==> src/rtl/nvmem_defines.svh <==
// Constants for the host controller of the battery-free store memory
`ifndef NVMEM_DEFINES_SVH
`define NVMEM_DEFINES_SVH

// ==========================================================
// Clock and timing
`define NV_CLK_MHZ       25
`define NV_HSB_LOW_US    20
`define NV_HSB_LOW_CYC   (`NV_HSB_LOW_US * `NV_CLK_MHZ)
`define NV_HSB_REQ_CYC   4
`define NV_RD_CYC        4
`define NV_WR_CYC        2
`define NV_RECALL_CYC    1000

// ==========================================================
// Software sequence addresses
`define NV_SEQ_A0        13'h0000
`define NV_SEQ_A1        13'h1555
`define NV_SEQ_A2        13'h0aaa
`define NV_SEQ_A3        13'h1fff
`define NV_SEQ_A4        13'h10f0
`define NV_SEQ_STORE     13'h0f0f
`define NV_SEQ_RECALL    13'h0f0e
`define NV_SEQ_LAST      3'h5

`endif

==> src/rtl/nvmem_pkg.sv <==
// Types shared by the host controller files
package nvmem_pkg;

	typedef enum logic [2:0] {
		OP_READ      = 3'b000,
		OP_WRITE     = 3'b001,
		OP_STORE_SW  = 3'b010,
		OP_RECALL_SW = 3'b011,
		OP_STORE_HW  = 3'b100
	} op_type;

	typedef enum logic [3:0] {
		ST_IDLE     = 4'b0000,
		ST_LOAD     = 4'b0001,
		ST_SETUP    = 4'b0010,
		ST_ACCESS   = 4'b0011,
		ST_GAP      = 4'b0100,
		ST_HSB_REQ  = 4'b0101,
		ST_HSB_HOLD = 4'b0110,
		ST_HSB_WAIT = 4'b0111,
		ST_RECALL   = 4'b1000
	} state_type;

endpackage : nvmem_pkg

==> src/rtl/nvmem_host.sv <==
// Host controller driving the 8K x 8 store/recall memory over its pins
// Operation
// - To block stores, host drives store/busy line high over the pull-down.
// - Store: six CE reads 0000,1555,0AAA,1FFF,10F0,0F0F; sixth starts store.
// - Recall: six CE reads 0000,1555,0AAA,1FFF,10F0,0F0E; sixth recalls.
// - Sequence counts only as consecutive reads in exactly that order.
// - Write strobe stays high through all six sequence cycles.
`timescale 1ns/1ps
`include "nvmem_defines.svh"

module nvmem_host
	import nvmem_pkg::*;
#(
	parameter int unsigned RD_CYC     = `NV_RD_CYC,
	parameter int unsigned WR_CYC     = `NV_WR_CYC,
	parameter int unsigned HSB_REQ    = `NV_HSB_REQ_CYC,
	parameter int unsigned HSB_LOW    = `NV_HSB_LOW_CYC,
	parameter int unsigned RECALL_CYC = `NV_RECALL_CYC
) (
	input  wire logic        clk,
	input  wire logic        nrst,
	// User side
	input  wire logic        req_valid,
	input  wire op_type      req_op,
	input  wire logic [12:0] req_addr,
	input  wire logic [7:0]  req_wdata,
	input  wire logic        store_inhibit,
	output logic             req_ready,
	output logic             done,
	output logic             rvalid,
	output logic      [7:0]  rdata,
	// Memory pins
	output logic             ce_n,
	output logic             we_n,
	output logic             oe_n,
	output logic      [12:0] addr,
	input  wire logic [7:0]  dq_i,
	output logic      [7:0]  dq_o,
	output logic             dq_oe_n,
	input  wire logic        hsb_i,
	output logic             hsb_o,
	output logic             hsb_oe_n
);
	// ======================================================
	// Pin synchronisers
	logic [7:0] dq_m_q, dq_s_q;
	logic       hsb_m_q, hsb_s_q;

	always_ff @(posedge clk or negedge nrst) begin
		if (!nrst) begin
			dq_m_q  <= 8'h00;
			dq_s_q  <= 8'h00;
			hsb_m_q <= 1'b1;
			hsb_s_q <= 1'b1;
		end else begin
			dq_m_q  <= dq_i;
			dq_s_q  <= dq_m_q;
			hsb_m_q <= hsb_i;
			hsb_s_q <= hsb_m_q;
		end
	end

	// ======================================================
	// Sequencer
	state_type   state_q, state_d;
	op_type      op_q, op_d;
	logic [11:0] cnt_q, cnt_d;
	logic [2:0]  idx_q, idx_d;
	logic [12:0] uaddr_q, uaddr_d;
	logic [7:0]  wdata_q, wdata_d;
	logic [12:0] rom_addr;
	logic        seq_op;
	logic        ce_n_q, ce_n_d, we_n_q, we_n_d, oe_n_q, oe_n_d;
	logic [12:0] addr_q, addr_d;
	logic [7:0]  dq_o_q, dq_o_d, rdata_q, rdata_d;
	logic        dq_oe_n_q, dq_oe_n_d;
	logic        hsb_o_q, hsb_o_d, hsb_oe_n_q, hsb_oe_n_d;
	logic        ready_q, ready_d, done_q, done_d, rvalid_q, rvalid_d;

	function automatic logic [11:0] cyc(input int unsigned n);
		cyc = n[11:0] - 12'h001;
	endfunction : cyc

	assign seq_op = (op_q == OP_STORE_SW) || (op_q == OP_RECALL_SW);

	nvmem_seq_rom u_rom (
		.clk    (clk),
		.nrst   (nrst),
		.idx    (idx_q),
		.recall (op_q == OP_RECALL_SW),
		.addr_q (rom_addr)
	);

	always_comb begin
		state_d    = state_q;
		op_d       = op_q;
		cnt_d      = cnt_q;
		idx_d      = idx_q;
		uaddr_d    = uaddr_q;
		wdata_d    = wdata_q;
		ce_n_d     = 1'b1;
		we_n_d     = 1'b1;
		oe_n_d     = 1'b1;
		addr_d     = addr_q;
		dq_o_d     = dq_o_q;
		dq_oe_n_d  = 1'b1;
		rdata_d    = rdata_q;
		done_d     = 1'b0;
		rvalid_d   = 1'b0;
		// Idle line: held high when stores are blocked, else released
		hsb_o_d    = 1'b1;
		hsb_oe_n_d = ~store_inhibit;
		unique case (state_q)
			ST_IDLE: begin
				idx_d = 3'h0;
				// Busy or disabled device refuses access; wait for line high
				if (req_valid && ready_q && hsb_s_q) begin
					op_d    = req_op;
					uaddr_d = req_addr;
					wdata_d = req_wdata;
					if (req_op == OP_STORE_HW) begin
						cnt_d   = cyc(HSB_REQ);
						state_d = ST_HSB_REQ;
					end else begin
						state_d = ST_LOAD;
					end
				end
			end
			ST_LOAD: begin
				state_d = ST_SETUP;
			end
			ST_SETUP: begin
				addr_d = seq_op ? rom_addr : uaddr_q;
				if (op_q == OP_WRITE) begin
					dq_o_d    = wdata_q;
					dq_oe_n_d = 1'b0;
					cnt_d     = cyc(WR_CYC);
				end else begin
					cnt_d = cyc(RD_CYC);
				end
				state_d = ST_ACCESS;
			end
			ST_ACCESS: begin
				ce_n_d = 1'b0;
				// Sequence reads keep the gate high: detection ignores it
				oe_n_d = seq_op || (op_q == OP_WRITE);
				we_n_d = (op_q != OP_WRITE);
				dq_oe_n_d = (op_q != OP_WRITE);
				if (cnt_q == 12'h000) begin
					ce_n_d  = 1'b1;
					we_n_d  = 1'b1;
					oe_n_d  = 1'b1;
					rdata_d = dq_s_q;
					state_d = ST_GAP;
				end else begin
					cnt_d = cnt_q - 12'h001;
				end
			end
			ST_GAP: begin
				// Nothing else may slip between the six reads
				if (seq_op && idx_q != `NV_SEQ_LAST) begin
					idx_d   = idx_q + 3'h1;
					state_d = ST_LOAD;
				end else if (op_q == OP_STORE_SW) begin
					cnt_d   = cyc(HSB_LOW);
					state_d = ST_HSB_WAIT;
				end else if (op_q == OP_RECALL_SW) begin
					cnt_d   = cyc(RECALL_CYC);
					state_d = ST_RECALL;
				end else begin
					rvalid_d = (op_q == OP_READ);
					done_d   = 1'b1;
					state_d  = ST_IDLE;
				end
			end
			ST_HSB_REQ: begin
				hsb_o_d    = 1'b0;
				hsb_oe_n_d = 1'b0;
				if (cnt_q == 12'h000) begin
					state_d = ST_HSB_HOLD;
				end else begin
					cnt_d = cnt_q - 12'h001;
				end
			end
			ST_HSB_HOLD: begin
				// Release after the request cycles; wait on only if the low came back through sync
				hsb_oe_n_d = 1'b1;
				if (!hsb_s_q) begin
					cnt_d   = cyc(HSB_LOW);
					state_d = ST_HSB_WAIT;
				end else begin
					// Line held high elsewhere: give up rather than hang
					done_d  = 1'b1;
					state_d = ST_IDLE;
				end
			end
			ST_HSB_WAIT: begin
				// Device may skip the store, but still waits for line high
				hsb_oe_n_d = 1'b1;
				if (cnt_q != 12'h000) begin
					cnt_d = cnt_q - 12'h001;
				end else if (hsb_s_q) begin
					done_d  = 1'b1;
					state_d = ST_IDLE;
				end
			end
			ST_RECALL: begin
				if (cnt_q == 12'h000) begin
					done_d  = 1'b1;
					state_d = ST_IDLE;
				end else begin
					cnt_d = cnt_q - 12'h001;
				end
			end
			default: begin
				state_d = ST_IDLE;
			end
		endcase
		ready_d = (state_d == ST_IDLE);
	end

	always_ff @(posedge clk or negedge nrst) begin
		if (!nrst) begin
			state_q    <= ST_IDLE;
			op_q       <= OP_READ;
			cnt_q      <= 12'h000;
			idx_q      <= 3'h0;
			uaddr_q    <= 13'h0000;
			wdata_q    <= 8'h00;
			ce_n_q     <= 1'b1;
			we_n_q     <= 1'b1;
			oe_n_q     <= 1'b1;
			addr_q     <= 13'h0000;
			dq_o_q     <= 8'h00;
			dq_oe_n_q  <= 1'b1;
			rdata_q    <= 8'h00;
			hsb_o_q    <= 1'b1;
			hsb_oe_n_q <= 1'b1;
			ready_q    <= 1'b0;
			done_q     <= 1'b0;
			rvalid_q   <= 1'b0;
		end else begin
			state_q    <= state_d;
			op_q       <= op_d;
			cnt_q      <= cnt_d;
			idx_q      <= idx_d;
			uaddr_q    <= uaddr_d;
			wdata_q    <= wdata_d;
			ce_n_q     <= ce_n_d;
			we_n_q     <= we_n_d;
			oe_n_q     <= oe_n_d;
			addr_q     <= addr_d;
			dq_o_q     <= dq_o_d;
			dq_oe_n_q  <= dq_oe_n_d;
			rdata_q    <= rdata_d;
			hsb_o_q    <= hsb_o_d;
			hsb_oe_n_q <= hsb_oe_n_d;
			ready_q    <= ready_d;
			done_q     <= done_d;
			rvalid_q   <= rvalid_d;
		end
	end

	assign req_ready = ready_q;
	assign done      = done_q;
	assign rvalid    = rvalid_q;
	assign rdata     = rdata_q;
	assign ce_n      = ce_n_q;
	assign we_n      = we_n_q;
	assign oe_n      = oe_n_q;
	assign addr      = addr_q;
	assign dq_o      = dq_o_q;
	assign dq_oe_n   = dq_oe_n_q;
	assign hsb_o     = hsb_o_q;
	assign hsb_oe_n  = hsb_oe_n_q;
endmodule : nvmem_host

==> src/rtl/nvmem_seq_rom.sv <==
// Address table of the six-read store and recall sequences
`timescale 1ns/1ps
`include "nvmem_defines.svh"

module nvmem_seq_rom (
	input  wire logic        clk,
	input  wire logic        nrst,
	input  wire logic [2:0]  idx,
	input  wire logic        recall,
	output logic      [12:0] addr_q
);
	logic [12:0] addr_d;

	always_comb begin
		unique case (idx)
			3'h0:    addr_d = `NV_SEQ_A0;
			3'h1:    addr_d = `NV_SEQ_A1;
			3'h2:    addr_d = `NV_SEQ_A2;
			3'h3:    addr_d = `NV_SEQ_A3;
			3'h4:    addr_d = `NV_SEQ_A4;
			3'h5:    addr_d = recall ? `NV_SEQ_RECALL : `NV_SEQ_STORE;
			default: addr_d = `NV_SEQ_A0;
		endcase
	end

	always_ff @(posedge clk or negedge nrst) begin
		if (!nrst) begin
			addr_q <= 13'h0000;
		end else begin
			addr_q <= addr_d;
		end
	end

endmodule : nvmem_seq_rom

==> config.mk <==
export PLATFORM = sky130hd
export DESIGN_NAME = nvmem_host
export DESIGN_NICKNAME = d
export VERILOG_FILES = /design/src/rtl/nvmem_pkg.sv /design/src/rtl/nvmem_host.sv /design/src/rtl/nvmem_seq_rom.sv
export VERILOG_INCLUDE_DIRS = /design/src /design/src/rtl
export SDC_FILE = /design/constraint.sdc
export NUM_CORES = 1
export LEC_CHECK = 0
export BUFFER_PORTS_ARGS = -buffer_cell sky130_fd_sc_hd__buf_2
export CORE_ASPECT_RATIO = 1.1
export CORE_MARGIN = 3
export CORE_UTILIZATION = 55
export CTS_CLUSTER_SIZE = 28
export DETAILED_ROUTE_END_ITERATION = 6
export GPL_ROUTABILITY_DRIVEN = 0
export PLACE_DENSITY = 0.76
export REMOVE_ABC_BUFFERS = 1
export SLEW_MARGIN = 20
export SYNTH_ARGS = -nofsm -noshare
export SYNTH_HDL_FRONTEND = slang
export SYNTH_SLANG_ARGS = --single-unit
==> constraint.sdc <==
create_clock -name clk -period 2.42 [get_ports clk]
set_input_delay 0.121 -clock clk [delete_from_list [all_inputs] [get_ports clk]]
set_output_delay 0.121 -clock clk [all_outputs]
set_load 0.02 [all_outputs]
==> results of run 1 <==
## layout make-up
class,instances,area [sq um]
clock inverters,7,72.57
fillers,556,2105
multi-input cells,244,1684
inverters,11,41.29
clock buffers,9,123.9
well taps,105,131.4
repair buffers,125,868.3
flip-flops and latches,104,2613
## through the flow
stage | util (%) | area, sq um | setup slack, ns
final | 72.45 | 5534 | 0.2031
after global routing | 72.45 | 5534 | -0.005278
after CTS | 72.15 | 5512 | 0.1518
after detailed placement | 65.00 | 4965 | 0.1441
after global placement | 65.00 | 4965 | 0.2642
after floorplan | - | 4335 | -0.4126
## cell families after synthesis
group                      after synthesis
muxes                                   42
adders and majority gates                7
DFF                                    104
AOI/OAI and AO/OA                       90
and+or+nand+nor                        105
buffers and inverters                   28
## tightest hold or removal path, delay by kind of cell
family                 cells  cell delay [ns]
buffers and inverters      3             1.02
## timing repair
action / in CTS / in global routing
hold buffers: 35 / 0
setup buffers: 0 / 3
setup endpoints to repair: 0 / 6
hold endpoints to repair: 130 / 0
## sequential cells by signal, summed over array words and instances (netlist names), 4 cells and up
signal / cells
dq_o: 8
addr: 13
state_q: 4
dq_s_q: 8
uaddr_q: 13
dq_m_q: 8
u_rom.addr_q: 5
rdata: 8
cnt_q: 12
wdata_q: 8
## routing by layer
metal	vias to the layer above	track usage, %
li1	1580	-
met1	1627	29.46
met2	105	37.04
met3	13	4.048
met4	0	7.657
met5	-	0
## path summary, 6_finish.rpt
kind                            slack [ns]  startpoint         to
worst min-delay path                  0.30        nrst   addr[10]
max in group asynchronous             1.64        nrst   rdata[4]
min in group clk                      0.36   dq_m_q[2]  dq_s_q[2]
worst max register to register        0.20    cnt_q[5]   cnt_q[8]
worst min register to register        0.36   dq_m_q[2]  dq_s_q[2]
worst max-delay path                  0.20    cnt_q[5]   cnt_q[8]
## cells in the final DEF, fill, tap and decap left out, types with 2 or more instances in the layout
cell type      Yosys  routed
nor3_1             6       6
nor3b_1            3       3
ha_1               7       7
nor4b_1            2       2
inv_1             11      11
clkbuf_8           0       9
dfrtp_1           96      96
or3_1              3       3
a21oi_1           41      41
nand2b_1           4       4
a31oi_1            5       5
dlygate4sd3_1      0      35
dfstp_2            8       8
and2_1             8       8
nor4_1             2       2
mux2_2            41      41
buf_12             0       2
inv_8              0       2
nand4b_1           2       2
nor2b_1            7       6
nor2_1            28      28
nand3b_1           2       2
nand3_1           10      10
a21o_1             3       3
clkinv_4           0       2
o21ai_0           26      26
nand2_1           15      15
or4_1              2       2
buf_4              1      15
buf_2              4      73
nand4_1            2       2
o21a_1             2       2
## power breakdown
group / total [uW] / internal, uW / switching [uW]
clock network: 1060 / 404 / 652
logic: 111 / 61.8 / 48.8
registers: 1760 / 1750 / 5.36
==> impl_metrics.toml, run 1 <==
[run]
cap_violations = 0

[drt]
drc = 0
wl_met2_microns = 4717
routed_wl_microns = 9534
vias = 3325
viasPerCell = 5.496
drtPass1Iterations = 4
met3_length_microns = 434
wire_per_inst_microns = 15.76
ant_nets = 0
drt_iter0_markers = 211
wl_met1_microns = 4249
highest_layer = "met4"

[placement]
post-dp-hpwl_microns = 6397
io_buffers = 74
placedCellCount = 551

[critical_path]
crit_path_end_kind = "flip-flop"
critical_path_class = "flip-flop to flip-flop"
critical_path.top_delay_family = "simple AND/OR/NAND/NOR gates"
path_depth = 6
path_max_fanout = 8
startpoint_type = "flip-flop"
reg2reg_depth = 6
required_ns = 2.67
path_buf_inv = 1
crit_chain = "or4_4, nor4b_4, a21oi_1, o211ai_2, buf_4, o21ai_0"
max_stage_delay_ns = 0.58
cp_slowest_cell = "or4_4"
arrival_ns = 2.47

[floorplanning]
dieHeight_microns = 100.1
num_io_pins = 75
chipWidth_microns = 91.50
die_area_sq_um = 9155
coreArea_sq_um = 7639
initial_core_util_pct = 57.90
row_count = 33

[global_routing]
grt_max_degree = 105
grt_pass1_wl_microns = 16150
grt_pass1_vias = 3382
track_usage_pct = 22.21
antenna_found_initial = 0
overflow = 0

[sta]
period_share_pct = 91.61
hold_slack_ns = 0.3045
worstMarginPinSlew_ns = 0.5781
fin_worst_skew_ns = 0.01505
final-hold-violation-count = 0
slew_headroom_pct = 61.38
fmax_ghz = 0.4511
setup_viol = 0
fin_crit_ns = 2.217
slew_viol_final = 0
setup_tns_ns = 0

[yosys]
synth_seq_area_share_pct = 59.07
ys_ff_latch = 104
synthArstFlopShare_pct = 100.0
synth_top_area_share_pct = 54.31
synth_fa_ha_area_share_pct = 1.980
yosys.area.top_type = "dfrtp_1"
ys_top_cells_by_count = "dfrtp_1, a21oi_1, mux2_2"
synthSimpleGateAreaFrac_pct = 13.58
synth-compound-area-share_pct = 11.80
synth_edf_count = 0
synth.avg_cell_area_sq_um = 11.76
synthMostInstantiatedCell = "dfrtp_1"
ys_types = 53
synth_xor_area_share_pct = 0
synth-main-ff-cell = "dfrtp_1"
syn_inst = 376
synthTopCellsByArea = "dfrtp_1, mux2_2, dfstp_2"
synth_top_family_by_area = "simple AND/OR/NAND/NOR gates"
synth.cell_area_sq_um = 4423
muxShareOfSynthArea_pct = 10.66
ys.warnings.count = 0

[clock_network]
path_clk_slew_ns = 0.11
clkLatencyLatePin_ns = 0.38
cts_sinks = 104
htree_levels = 3
cts-resized-gates = 0
numCtsBuffers = 9
clockBufferDepth = 2
root_buffer = "clkbuf_8"
cts_tree = "built"

[cells_and_area]
drive_gt1_share_pct = 32.60
layout.nets = 539
area_delta_synth_final_pct = 25.12
diodes = 0
final_cells = 605

[power_and_ir_drop]
power-per-cell-area_nw_per_um2 = 528.8
p_total_uw = 2926
ir_worst_vdd_v = 0.0004146
leakage_uw = 0.002682

[hold_path]
min_path_type = "primary input to async pin"

[run_status]
status = "finished clean"
Power figures use the tool's default switching activity.
==> run 2, diff against run 1 <==
Settings changed: ABC_AREA set to 1.
==> run 2 against run 1 <==
  * Clock skew decreased by 0.0015 ns
  * Largest power group is now combinational cells
  * Critical path type unchanged
  * Setup slack better by 0.30 ns
  * Critical endpoint is now wdata_q[1]
  * Final area up 1.6%
  * Combinational power rose to 24 times the previous value
==> impl_metrics.toml, run 2 <==
[sta]
fin_crit_ns = 1.920
rsz0062_at_grt = "false"
period_share_pct = 79.33
slew_viol_final = 0
final-hold-violation-count = 0
setup_viol = 0
fmax_ghz = 0.5209
slew_headroom_pct = 58.77
setup_tns_ns = 0
hold_slack_ns = 0.01234
fin_worst_skew_ns = 0.01357
worstMarginPinSlew_ns = 0.6185

[drt]
drc = 0
viasPerCell = 5.064
wire_per_inst_microns = 13.42
routed_wl_microns = 9840
drt_iter0_markers = 264
vias = 3712
drtPass1Iterations = 5
ant_nets = 0

[clock_network]
root_buffer = "clkbuf_8"
path_clk_slew_ns = 0.11
numCtsBuffers = 9
cts_hold_buffers = 34
clockBufferDepth = 2
cts_sinks = 104
htree_levels = 3
cts_tree = "built"
post-cts-setup-buffers = 0
clkLatencyLatePin_ns = 0.37
cts-resized-gates = 0

[global_routing]
grt_max_degree = 51
overflow = 0
grt_pass1_vias = 3719
antenna_found_initial = 0
track_usage_pct = 22.82
grt_pass1_wl_microns = 17010

[critical_path]
reg2reg_from = "state_q[3]"
crit_path_end_kind = "flip-flop"
startpoint = "state_q[3]"
arrival_ns = 2.21
startpoint_type = "flip-flop"
critical_path_class = "flip-flop to flip-flop"
reg2reg_depth = 6
path_max_fanout = 19
required_ns = 2.71

[yosys]
synthMostInstantiatedCell = "nand2_1"
synth-main-ff-cell = "dfrtp_1"
syn_inst = 504
ys_ff_latch = 104
ys.warnings.count = 0
synth_seq_area_share_pct = 57.28
yosys.area.top_type = "dfrtp_1"
synth.cell_area_sq_um = 4561
synthTopCellsByArea = "dfrtp_1, nand2_1, nor2_1"
synthArstFlopShare_pct = 100.0
synth.avg_cell_area_sq_um = 9.049
synth_top_area_share_pct = 52.67
synth_edf_count = 0
ys_types = 36
ys_top_cells_by_count = "nand2_1, dfrtp_1, nor2_1"

[floorplanning]
die_area_sq_um = 9422
initial_core_util_pct = 57.02
dieHeight_microns = 101.5
chipWidth_microns = 92.82
num_io_pins = 75
row_count = 34
coreArea_sq_um = 7998

[cells_and_area]
area_delta_synth_final_pct = 23.29
layout.nets = 664
diodes = 0
drive_gt1_share_pct = 22.24
final_common_cell = "nand2_1"
layout_common_cells = "nand2_1, dfrtp_1, buf_2"

[run]
cap_violations = 0

[placement]
io_buffers = 74
post-dp-hpwl_microns = 6903

[power_and_ir_drop]
seqPwrFrac_pct = 40.5
power-per-cell-area_nw_per_um2 = 1143
ir_worst_vdd_v = 0.0006863
pwr-share-clk_pct = 17.4
leakage_uw = 0.002918
switching_share_pct = 42.20
p_sw_uw = 2712
p_int_uw = 3715
p_comb_share_pct = 42.1

[run_status]
status = "finished clean"

[hold_path]
hp-start = "req_op[0]"
min_path_type = "primary input to flip-flop"
hold_path_depth = 2
==> run 2: changes by cell type after synthesis, sizes merged, moves of 5 or more <==
| cell | change |
|---|---|
| mux2 | -28 |
| and2 | -8 |
| nor2b | -7 |
| a21oi | -24 |
| buf | -5 |
| nor2 | +39 |
| nand3 | +32 |
| nand2 | +138 |
| inv | +35 |
==> run 2: cell type report <==
| cell class | count | area, sq um |
|---|---|---|
| clock buffers | 9 | 123.9 |
| clock inverters | 7 | 86.33 |
| fillers | 636 | 2375 |
| inverters | 46 | 175.2 |
| multi-input cells | 346 | 1727 |
| flip-flops and latches | 104 | 2613 |
| well taps | 108 | 135.1 |
| repair buffers | 113 | 763.2 |
==> run 2: metal layers <==
metal  GRT usage, %  vias up  wire [microns]
met4          9.583        0             232
met5              0        -               0
met2          37.29      123            4828
met1          30.45     1732            4225
li1               -     1835               -
met3          3.938       22             554
==> run 2: path summary, 6_finish.rpt <==
check | endpoint | slack (ns)
setup / recovery | wdata_q[1] | 0.50
hold / removal | op_q[0] | 0.01
setup reg to reg | wdata_q[1] | 0.50
hold reg to reg | dq_s_q[4] | 0.36
max in group asynchronous | hsb_o | 1.39
min in group asynchronous | wdata_q[7] | 0.29
==> run 2: critical path, cell delays in order (launching register included) <==
cell and delay (ns):
dfrtp_1 0.44, nor2_1 0.32, nand2_2 0.15, nor2_4 0.44, buf_4 0.31, nand2_1 0.08, o21ai_0 0.08
==> run 2: through the flow <==
step / std cells / power, uW / worst slack (ns) / area [sq um] / utilization [%]
after CTS: 733 / 6452 / 0.4990 / 5623 / 70.31
after global placement: 683 / 5190 / 0.5984 / 5072 / 63.42
after global routing: 733 / 6938 / 0.3310 / 5623 / 70.31
after floorplan: 496 / 4468 / 0.6819 / 4514 / -
after detailed placement: 683 / 5278 / 0.5315 / 5072 / 63.42
final: 733 / 6428 / 0.5002 / 5623 / 70.31
==> run 2: power by group through the flow <==
stage	sequential [uW]	combinational [uW]	clock, uW
3_3_place_gp	2610	2580	0
2_1_floorplan	2890	1580	0
6_report	2600	2710	1120
5_1_grt	2660	3050	1220
3_5_place_dp	2630	2650	0
4_1_cts	2600	2710	1140
==> run 2: cells by family after synthesis <==
logic type | Yosys count | synth area share, %
DFF | 104 | 57.28
xor gates and xnor gates | 5 | 0.9604
muxes | 13 | 3.210
adders and majority gates | 7 | 1.920
buffers and inverters | 54 | 4.856
AOI/OAI and AO/OA | 52 | 5.981
and+or+nand+nor | 269 | 25.79
==> run 3, diff against run 2 <==
Clock period 2.42 ns to 1.8 ns, I/O delays scaled along.
==> run 3 against run 2 <==
  * Clock power increased by 33%
  * Global-route usage increased by 0.65 points
  * Sequential share of layout area decreased by 1.1 points
==> impl_metrics.toml, run 3 (synthesis gave the netlist of run 2 again) <==
[floorplanning]
initial_core_util_pct = 57.02
chipWidth_microns = 92.82
dieHeight_microns = 101.5
num_io_pins = 75
die_area_sq_um = 9422
row_count = 34
coreArea_sq_um = 7998

[cells_and_area]
layout_common_cells = "nand2_1, dfrtp_1, buf_2"
design_area_sq_um = 5771
layout.nets = 675
diodes = 0
area_delta_synth_final_pct = 26.53
final_common_cell = "nand2_1"
fill_cells = 621
drive_gt1_share_pct = 25.47

[critical_path]
max_stage_delay_ns = 0.41
startpoint = "cnt_q[0]"
required_ns = 2.07
arrival_ns = 1.99
critical_path_class = "flip-flop to flip-flop"
startpoint_type = "flip-flop"
cp_slowest_cell = "dfrtp_1"
path_max_fanout = 6
crit_path_end_kind = "flip-flop"
reg2reg_depth = 9
crit_chain = "inv_1, ha_1, nand3_1, nor3_2, nand2_2, inv_2, nor2_4, nand3_1, nand2_1"
cpMostUsedCell = "nand3_1"
reg2reg_from = "cnt_q[0]"

[global_routing]
grt_pass1_vias = 3848
track_usage_pct = 23.47
antenna_found_initial = 0
grt_pass1_wl_microns = 17220
overflow = 0
grt_max_degree = 105

[run]
cap_violations = 0

[clock_network]
root_buffer = "clkbuf_8"
clkLatencyLatePin_ns = 0.38
clockBufferDepth = 2
cts_tree = "built"
numCtsBuffers = 9
cts_sinks = 104
htree_levels = 3
post-cts-setup-buffers = 0
path_clk_slew_ns = 0.10

[sta]
slew_viol_final = 0
fin_crit_ns = 1.721
period_share_pct = 95.63
slew_headroom_pct = 64.29
fin_ws_ns = 0.07866
worstMarginPinSlew_ns = 0.5357
fin_worst_skew_ns = 0.01070
fmax_ghz = 0.5809
final-hold-violation-count = 0
setup_viol = 0
setup_tns_ns = 0

[power_and_ir_drop]
ir_worst_vdd_v = 0.0008735
switching_share_pct = 42.40
seqPwrFrac_pct = 39.3
p_int_uw = 5125
p_total_uw = 8898
pwr-share-clk_pct = 16.8
leakage_uw = 0.002968
p_sw_uw = 3773
power-per-cell-area_nw_per_um2 = 1542
p_comb_share_pct = 43.9

[placement]
dpl_cell_area_sq_um = 5152
dp_slack_ns = 0.03477
io_buffers = 74
post-dp-hpwl_microns = 7044

[hold_path]
min_path_type = "primary input to async pin"

[drt]
viasPerCell = 5.151
wire_per_inst_microns = 13.80
drc = 0
drtPass1Iterations = 5
drt_iter0_markers = 281
ant_nets = 0
vias = 3832
routed_wl_microns = 10270

[run_status]
status = "finished clean"
[run 3: cell types whose count changed in the layout (fill, tap and decap cells not counted), sizes merged]
cell and delta:
nor2 +1, inv -1, buf +9, dlygate4sd3 +1, clkinvlp +1
[run 3: timing repair]
action	CTS	global route
setup endpoints to repair	0	24
hold buffers	35	0
gates resized for setup	0	17
endpoints found under the hold margin	130	0
[run 3: routing by layer]
metal	part of all wire, %	vias up	GRT usage [%]
met2	51	126	39.78
met1	41	1810	28.95
met4	2.7	0	8.455
met5	0	-	0
li1	-	1867	-
met3	6.1	29	6.612
[run 3: critical path, delay by kind of cell (launching register included)]
| kind | cells | cell delay [ns] |
|---|---|---|
| simple gates | 6 | 0.72 |
| flops | 1 | 0.41 |
| fa+ha+maj | 1 | 0.22 |
| buf+inv | 2 | 0.27 |
[run 3: final cells by class]
cell class                 count  area (sq um)  share of cell area, %
tap                          108         135.1                  2.342
inverter                      46         175.2                  3.036
clock inverter                 7         78.83                  1.366
sequential                   104          2615                  45.32
multi-input combinational    347          1789                  31.01
timing repair buffer         123         853.3                  14.79
clock buffer                   9         123.9                  2.147
[run 3: power by group through the flow]
| stage | Sequential (uW) | Clock (uW) | Combinational [uW] |
|---|---|---|---|
| after detailed placement | 3520 | 0 | 3690 |
| after CTS | 3480 | 1520 | 3780 |
| final | 3500 | 1490 | 3900 |
| after floorplan | 3880 | 0 | 2120 |
| after global placement | 3510 | 0 | 3560 |
| after global routing | 3580 | 1630 | 4340 |
[run 3: final timing paths]
| path | slack [ns] | endpoint |
|---|---|---|
| worst min-delay path | 0.30 | cnt_q[9] |
| worst max-delay path | 0.08 | cnt_q[10] |
| worst min register to register | 0.36 | dq_s_q[7] |
| worst max register to register | 0.08 | cnt_q[10] |
| max in group asynchronous | 1.07 | wdata_q[0] |
| min in group clk | 0.35 | wdata_q[5] |
[run 3: stage by stage]
| stage | instances | utilization, % | hold WS (ns) |
|---|---|---|---|
| finish | 744 | 72.15 | 0.2987 |
| global route | 744 | 72.15 | 0.3269 |
| CTS | 743 | 71.34 | 0.3287 |
| detailed placement | 692 | 64.42 | 0.1921 |
| global placement | 692 | 64.42 | 0.1882 |
| floorplan | 496 | - | -0.2056 |
